==> src/d2pc_map.svh <==
// Register map constants for the die 2 power control block.
// Included by the package-using design file and by the checker; definitions only.
`ifndef D2PC_MAP_SVH
`define D2PC_MAP_SVH

// Printed offset 0xd5 is not a multiple of four: it is the word index
`define D2PC_CTRL_IDX        8'hd5
// Upper-bank select register, index of our own choosing
`define D2PC_BANK_IDX        8'hd4
// Status register showing the effective controls, index of our own choosing
`define D2PC_STAT_IDX        8'hd6
`define D2PC_CTRL_RESET      16'h0000
`define D2PC_BANK_RESET      1'b0
`define D2PC_FULL_POS        15
`define D2PC_QUICK_POS       14
`define D2PC_PREAMP_POS      13
`define D2PC_ATTAMP_POS      12
`define D2PC_PROF_HI         11
`define D2PC_PROF_LO         10
`define D2PC_LNF_POS         9
`define D2PC_ZERO_POS        8
`define D2PC_CHAN_HI         7
// Bits that software may write; bit 8 is held at zero
`define D2PC_CTRL_WMASK      16'hfeff

`endif

==> src/d2pc_pkg.sv <==
// Types for the die 2 power control block.
// Shared by the design file and the bench.
package d2pc_pkg;
    typedef enum logic [1:0] {
        D2PC_PROF_LOW_NOISE  = 2'h0,
        D2PC_PROF_LOW_POWER  = 2'h1,
        D2PC_PROF_MED_POWER  = 2'h2,
        D2PC_PROF_RESERVED   = 2'h3
    } d2pc_profile_t;

    typedef enum logic [2:0] {
        D2PC_ST_IDLE  = 3'h1,
        D2PC_ST_WRITE = 3'h2,
        D2PC_ST_READ  = 3'h4
    } d2pc_state_t;
endpackage : d2pc_pkg

==> src/d2pc_ctrl.sv <==
// Die 2 power control register with an AHB-Lite slave port.
// Assumes one AHB-Lite master, single word transfers, hclk at 25 MHz.
`timescale 1ns/1ps
`default_nettype none
`include "d2pc_map.svh"

module d2pc_ctrl
    import d2pc_pkg::*;
(
    input  wire logic        hclk,
    input  wire logic        hresetn,
    input  wire logic        hsel,
    input  wire logic [31:0] haddr,
    input  wire logic [1:0]  htrans,
    input  wire logic        hwrite,
    input  wire logic [2:0]  hsize,
    input  wire logic [31:0] hwdata,
    input  wire logic        hready,
    output logic      [31:0] hrdata,
    output logic             hreadyout,
    output logic             hresp,
    output logic             die2_full_powerdown,
    output logic             die2_quick_powerdown,
    output logic             die2_preamp_off,
    output logic             die2_atten_amp_off,
    output logic      [1:0]  die2_power_profile,
    output logic             die2_low_noise_figure,
    output logic      [7:0]  chan_off,
    output logic             adc_powerdown
);

    logic [15:0]   ctrl_r;
    logic          bank_r;
    d2pc_state_t   state_r;
    logic [7:0]    idx_r;
    logic [15:0]   ctrl_nxt;
    logic          wr_ctrl;
    logic          wr_bank;
    logic [15:0]   ctrl_fwd;
    logic          bank_fwd;

    function automatic logic [7:0] word_index(input logic [31:0] a);
        word_index = a[9:2];
    endfunction : word_index

    // Every die 2 control acts only while the upper bank is selected
    function automatic logic bank_gate(input logic sel, input logic bit_v);
        bank_gate = sel & bit_v;
    endfunction : bank_gate

    // Only whole-word NONSEQ or SEQ transfers are taken; others are answered OKAY and ignored
    wire take = hsel && hready && htrans[1] && (hsize == 3'h2) && (haddr[1:0] == 2'h0);

    always_ff @(posedge hclk or negedge hresetn) begin
        if (!hresetn) begin
            state_r <= D2PC_ST_IDLE;
            idx_r   <= 8'h00;
        end else if (take) begin
            state_r <= hwrite ? D2PC_ST_WRITE : D2PC_ST_READ;
            idx_r   <= word_index(haddr);
        end else begin
            state_r <= D2PC_ST_IDLE;
        end
    end

    // Bit 8 is masked so it always reads back zero
    always_comb begin
        ctrl_nxt = hwdata[15:0] & `D2PC_CTRL_WMASK;
    end

    // Write strobes of the data phase
    always_comb begin
        wr_ctrl = (state_r == D2PC_ST_WRITE) && (idx_r == `D2PC_CTRL_IDX);
        wr_bank = (state_r == D2PC_ST_WRITE) && (idx_r == `D2PC_BANK_IDX);
    end

    // A control or bank read whose address phase meets the data phase of a write to it sees the new value,
    // so a back-to-back write then read of either never returns stale data
    always_comb begin
        ctrl_fwd = wr_ctrl ? ctrl_nxt : ctrl_r;
        bank_fwd = wr_bank ? hwdata[0] : bank_r;
    end

    always_ff @(posedge hclk or negedge hresetn) begin
        if (!hresetn) begin
            ctrl_r <= `D2PC_CTRL_RESET;
        end else if (wr_ctrl) begin
            ctrl_r <= ctrl_nxt;
        end
    end

    always_ff @(posedge hclk or negedge hresetn) begin
        if (!hresetn) begin
            bank_r <= `D2PC_BANK_RESET;
        end else if (wr_bank) begin
            bank_r <= hwdata[0];
        end
    end

    // Read data is registered in the address phase and stands during the data phase
    always_ff @(posedge hclk or negedge hresetn) begin
        if (!hresetn) begin
            hrdata <= 32'h0000_0000;
        end else if (take && !hwrite) begin
            case (word_index(haddr))
                `D2PC_CTRL_IDX: hrdata <= {16'h0000, ctrl_fwd};
                `D2PC_BANK_IDX: hrdata <= {31'h0000_0000, bank_fwd};
                `D2PC_STAT_IDX: hrdata <= {16'h0000, die2_full_powerdown,
                    die2_quick_powerdown, die2_preamp_off, die2_atten_amp_off,
                    die2_power_profile, die2_low_noise_figure, 1'b0, chan_off};
                default:        hrdata <= 32'h0000_0000;
            endcase
        end
    end

    // Zero wait states: the data phase always completes in one cycle
    always_ff @(posedge hclk or negedge hresetn) begin
        if (!hresetn) begin
            hreadyout <= 1'b1;
            hresp     <= 1'b0;
        end else begin
            hreadyout <= 1'b1;
            hresp     <= 1'b0;
        end
    end

    // Effective controls, gated by the upper-bank select; each lags its register by one edge
    always_ff @(posedge hclk or negedge hresetn) begin
        if (!hresetn) begin
            die2_full_powerdown <= 1'b0;
        end else begin
            die2_full_powerdown <= bank_gate(bank_r, ctrl_r[`D2PC_FULL_POS]);
        end
    end

    always_ff @(posedge hclk or negedge hresetn) begin
        if (!hresetn) begin
            die2_quick_powerdown <= 1'b0;
        end else begin
            die2_quick_powerdown <= bank_gate(bank_r, ctrl_r[`D2PC_QUICK_POS]);
        end
    end

    always_ff @(posedge hclk or negedge hresetn) begin
        if (!hresetn) begin
            die2_preamp_off <= 1'b0;
        end else begin
            die2_preamp_off <= bank_gate(bank_r, ctrl_r[`D2PC_PREAMP_POS]);
        end
    end

    always_ff @(posedge hclk or negedge hresetn) begin
        if (!hresetn) begin
            die2_atten_amp_off <= 1'b0;
        end else begin
            die2_atten_amp_off <= bank_gate(bank_r, ctrl_r[`D2PC_ATTAMP_POS]);
        end
    end

    // Profile passes only when the bank is selected, else low noise
    always_ff @(posedge hclk or negedge hresetn) begin
        if (!hresetn) begin
            die2_power_profile <= D2PC_PROF_LOW_NOISE;
        end else begin
            die2_power_profile <= bank_r ? ctrl_r[`D2PC_PROF_HI:`D2PC_PROF_LO]
                                         : D2PC_PROF_LOW_NOISE;
        end
    end

    // Low noise figure is honoured only with the low-noise profile, so a
    // wrong write order by software cannot enable it in another profile
    always_ff @(posedge hclk or negedge hresetn) begin
        if (!hresetn) begin
            die2_low_noise_figure <= 1'b0;
        end else begin
            die2_low_noise_figure <= bank_gate(bank_r, ctrl_r[`D2PC_LNF_POS]
                & (ctrl_r[`D2PC_PROF_HI:`D2PC_PROF_LO] == D2PC_PROF_LOW_NOISE));
        end
    end

    always_ff @(posedge hclk or negedge hresetn) begin
        if (!hresetn) begin
            chan_off <= 8'h00;
        end else begin
            chan_off <= {8{bank_r}} & ctrl_r[`D2PC_CHAN_HI:0];
        end
    end

    // Converter power is never touched by this register
    always_ff @(posedge hclk or negedge hresetn) begin
        if (!hresetn) begin
            adc_powerdown <= 1'b0;
        end else begin
            adc_powerdown <= 1'b0;
        end
    end

endmodule : d2pc_ctrl
`default_nettype wire

==> config.mk <==
export PLATFORM = sky130hd
export DESIGN_NAME = d2pc_ctrl
export DESIGN_NICKNAME = d
export VERILOG_FILES = /design/src/d2pc_pkg.sv /design/src/d2pc_ctrl.sv
export VERILOG_INCLUDE_DIRS = /design/src /design/src/src
export SDC_FILE = /design/constraint.sdc
export NUM_CORES = 1
export LEC_CHECK = 0
export ABC_AREA = 1
export BUFFER_PORTS_ARGS = -buffer_cell sky130_fd_sc_hd__buf_2
export CAP_MARGIN = 5
export CORE_MARGIN = 2
export CORE_UTILIZATION = 50
export DETAILED_ROUTE_END_ITERATION = 8
export PLACE_DENSITY = 0.93
export SYNTH_ARGS = -nofsm -noshare
export SYNTH_HDL_FRONTEND = slang
export SYNTH_SLANG_ARGS = --single-unit
==> constraint.sdc <==
create_clock -name hclk -period 2.8 [get_ports hclk]
set_input_delay 0.28 -clock hclk [delete_from_list [all_inputs] [get_ports hclk]]
set_output_delay 0.28 -clock hclk [all_outputs]
set_load 0.01 [all_outputs]
# ---- Word-level counts from Yosys, hierarchy flattened
# Index checks and enable logic that the tools add are counted.
dict set report word_totals {
  register_bits 75
  input_bits 74
  output_inout_bits 50
  wordCells 42
}
dict set report op_classes {
  eq_ne 7
  n_mux 6
  bitwise_logic 7
  reduce_logical 10
}
# operator n
set ops {}
lappend ops {{16-bit case mux with 3 select lines} 1}
lappend ops {{8-bit equality test (second input constant)} 5}
lappend ops {{16-bit two-way mux} 1}
lappend ops {{8-bit bitwise AND} 1}
lappend ops {{1-bit logical AND} 7}
lappend ops {{1-bit bitwise AND} 6}
lappend ops {{3-bit by 2-bit equality test with 1-bit output (second input constant)} 2}
lappend ops {{3-bit two-way mux} 2}
lappend ops {{2-bit logical NOT} 2}
lappend ops {{2-bit two-way mux} 1}
lappend ops {{1-bit logical NOT} 1}
lappend ops {{1-bit two-way mux} 1}

# ---- Logic depth before layout (Yosys ltp)
dict set report depth {
  depth_word 5
  depth_mapped 10
  mapped_depth_nobuf 10
}

# ---- Least setup slack after synthesis
# OpenSTA, ideal clock, no wires.
dict set report synth_timing {
  path_kind {register -> register}
  from {reg idx_r[3]}
  to {reg hrdata[10]}
  setup_time_ps 116
  arrival_ps 1245
  required_ps 2684
  path_slack_ps 1438
  stages_incl_launch_ff 10
  n_path_buf 1
  period_less_slack_ps 1362
  path_cell_list {dfrtp_1 inv_1 nand2_1 nor2_4 buf_1 nand3b_1 nand3_1 nand2_1 nand2_1 nand2_1}
}
dict set report synth_via {
  elab_chain_cells 4
}
# element line_no
set synth_lines {}
lappend synth_lines {{start, declared} d2pc_ctrl.sv:35} ;# logic [7:0] idx_r;
lappend synth_lines {{start signal, assigned} d2pc_ctrl.sv:60} ;# idx_r <= word_index(haddr);
lappend synth_lines {{8-bit equality test (no line)} n/a}
lappend synth_lines {{1-bit logical AND} d2pc_ctrl.sv:73} ;# wr_ctrl = (state_r == D2PC_ST_WRITE) && (idx_r == `D2PC_CTRL_IDX);
lappend synth_lines {{16-bit two-way mux} n/a}
lappend synth_lines {{16-bit case mux with 3 select lines} d2pc_ctrl.sv:105} ;# case (word_index(haddr))
lappend synth_lines {{end signal, assigned} d2pc_ctrl.sv:106} ;# `D2PC_CTRL_IDX: hrdata <= {16'h0000, ctrl_fwd};
lappend synth_lines {{end signal, assigned} d2pc_ctrl.sv:107} ;# `D2PC_BANK_IDX: hrdata <= {31'h0000_0000, bank_fwd};
lappend synth_lines {{end signal, assigned} d2pc_ctrl.sv:108} ;# `D2PC_STAT_IDX: hrdata <= {16'h0000, die2_full_powerdown,
lappend synth_lines {{end, declared} d2pc_ctrl.sv:19} ;# output logic [31:0] hrdata,
# No other way between the ends.
# A chain may end at the register's enable or synchronous reset.

# ---- Worst setup path after layout
dict set report layout_timing {
  from {reg idx_r[3]}
  to {reg hrdata[11]}
}
# Same word-level chain as after synthesis.

==> results.toml <==
[worst_setup_path]
crit_type = "register to register"
end_kind = "register"
reg2reg_from = "idx_r[3]$_DFFE_PN0N_"
crit_required_ns = 3.08
path_buf_inv = 1
cpMaxStageDelayCell = "nand3_2"
cpPeakStageDelay_ns = 0.43
critical_path.top_delay_family = "simple AND/OR/NAND/NOR gates"
critical_path.cell_chain = "inv_1 > nand2_1 > nor2_4 > nand3_2 > nand2_1 > nand3_1 > nand2_1 > nand2_1 > nand2_1"
cp-startpoint = "idx_r[3]$_DFFE_PN0N_"
ff2ff_setup_slack_ns = 0.86
worstPathMaxFanout = 16
cp.arrival_ns = 2.21
crit_path_start_kind = "register"
crit_path_frequent_cell = "nand2_1"

[sta]
worstMarginPinSlew_ns = 0.845
finalCriticalPeriod_ns = 1.94
drv_slew = 0
slew-limit-headroom = 0.432
min_period_over_period = 0.692
holdWs_ns = 0.0466
finalHoldViolCount = 0
fin_tns_setup_ns = 0
setup_viol = 0
rsz0062_at_grt = "false"
skew_ns = 0.00495
max_freq_ghz = 0.516

[finish]
area_delta_synth_final_pct = 16.4
final_util = 0.603
antennaDiodeCount = 0
final_layout_size_suffix_gt1_frac = 0.222
stdcell_count = 481
nNetsFinal = 478
final_cell_mix = "nand2_1 (107), buf_2 (64), dfrtp_1 (58), inv_1 (46), nand3_1 (40)"
final_common_cell = "nand2_1"

[route]
final_antenna_net_count = 0
post-route-drc-count = 0
wl_per_cell_um = 12.5
first_pass_iters = 4
via_per_inst = 4.83
num_vias = 2324
routed_wl_um = 6030
drt_iter0_markers = 132

[synthesis]
synth_cell_type_count = 28
seq_area_frac_synth = 0.515
synth_area_um2 = 2870
ys_warn_count = 0
synth_cells = 339
ys_seq_elements = 59
avgSynthCellArea_um2 = 8.46

[global_route]
grt_max_degree = 39
overflow = 0
grt_pass1_vias = 2292
grt_pass1_wl_um = 10100
grt.total_usage = 0.210
antenna_found_initial = 0

[clocking]
clk_latency_ns = 0.33
clk_pin_slew_ns = 0.06
cts_max_path_buffers = 2
htree_levels = 3
cts_sinks = 59
cts_setup_buffers = 0
postCtsHoldBufs = 0
cts_tree = "built"
root_buffer = "clkbuf_8"
cts_made_buffers = 9
cts_resized = 0

[floorplanning]
ioPinCount = 124
die_w_um = 79.8
core_region_area_um2 = 5540
dieArea_um2 = 6360
rows = 27
die_h_um = 79.8
start_util = 0.518

[flow_run]
maxCapViolCount = 0

[hold_path]
min_path_type = "input pin to asynchronous set/reset pin"

[power]
vdd_drop_max_uv = 351
cellPowerDensity_nw_per_um2 = 496
p_leak_nw = 2.08

[placement]
place.gp.congestion = 0.808
port_buffers = 64
placedCellCount = 465
hpwl_um = 4070

[status]
outcome = "finished, final reports clean"
-- layer usage --
layer / vias up / part of all wire / track usage / wire (um)
met5: - / 0 / 0 / 0
met4: 0 / 0.018 / 0.0983 / 111
met3: 10 / 0.070 / 0.0464 / 422
met2: 93 / 0.48 / 0.346 / 2910
met1: 1085 / 0.43 / 0.263 / 2590
li1: 1136 / - / - / -
-- logic make-up after synthesis --
kind of cell / after synthesis / synth area share
other: 2 / 0.00262
and+or+nand+nor: 196 / 0.339
AOI/OAI and AO/OA: 6 / 0.0105
buffers and inverters: 76 / 0.133
DFF: 59 / 0.515
-- power breakdown --
group          total, mW  switching, mW  internal [mW]
logic             0.0872         0.0567         0.0305
clock network      0.702          0.310          0.391
registers          0.868        0.00561          0.862
total               1.66          0.373           1.28
-- worst paths after layout --
check / endpoint / cells after the start
min in group hclk: idx_r[4]$_DFFE_PN0N_ / 3
hold / removal: die2_quick_powerdown$_DFF_PN0_ / 1
setup reg to reg: hrdata[11]$_DFFE_PN0P_ / 9
setup / recovery: hrdata[11]$_DFFE_PN0P_ / 9
hold reg to reg: die2_low_noise_figure$_DFF_PN0_ / 1
max in group asynchronous: hrdata[2]$_DFFE_PN0P_ / 2
-- area by class of cell --
class	instances	area, um2
inverter	47	179
tap	72	90.1
clock inverter	2	10.0
sequential	59	1480
fill	477	2200
multi-input combinational	221	1070
timing repair buffer	66	335
clock buffer	14	173
-- sequential cells by signal, summed over array words and instances, names as in the netlist --
name and cells:
die2_atten_amp_off 1, die2_preamp_off 1, ctrl_r 16, state_r 3
die2_power_profile 2, die2_full_powerdown 1, die2_low_noise_figure 1, bank_r 1
chan_off 8, die2_quick_powerdown 1, idx_r 8, hrdata 16
-- per-stage QoR --
step / worst slack [ns] / power [mW] / area, um2
3_3_place_gp: 0.956 / 0.968 / 3160
6_report: 0.862 / 1.66 / 3340
2_1_floorplan: 1.44 / 0.940 / 2930
5_1_grt: 0.669 / 1.72 / 3340
3_5_place_dp: 0.892 / 0.971 / 3160
4_1_cts: 0.881 / 1.67 / 3340
-- synth_stat cells (all sizes together) --
| master | n | area [um2] |
|---|---|---|
| clkbuf | 2 | 7.51 |
| nor3 | 1 | 5.00 |
| dfrtp | 58 | 1450 |
| nor4b | 1 | 23.8 |
| dfstp | 1 | 26.3 |
| nand2 | 108 | 413 |
| inv | 47 | 179 |
| nor4 | 2 | 27.5 |
| nor3b | 1 | 12.5 |
| a21oi | 2 | 10.0 |
| nand3 | 41 | 210 |
| nand4 | 1 | 6.26 |
| and2 | 16 | 100 |
| nand3b | 14 | 105 |
| o21ai | 4 | 20.0 |
| conb | 2 | 7.51 |
| nor2 | 11 | 70.1 |
| buf | 27 | 194 |
-- worst register-to-register path: stages (launching register included) --
cell and delay (ns):
dfrtp_1 0.37, inv_1 0.06, nand2_1 0.11, nor2_4 0.38, nand3_2 0.43, nand2_1 0.22, nand3_1 0.12, nand2_1 0.09
nand2_1 0.05, nand2_1 0.06
(Power assumes the default switching activity.)
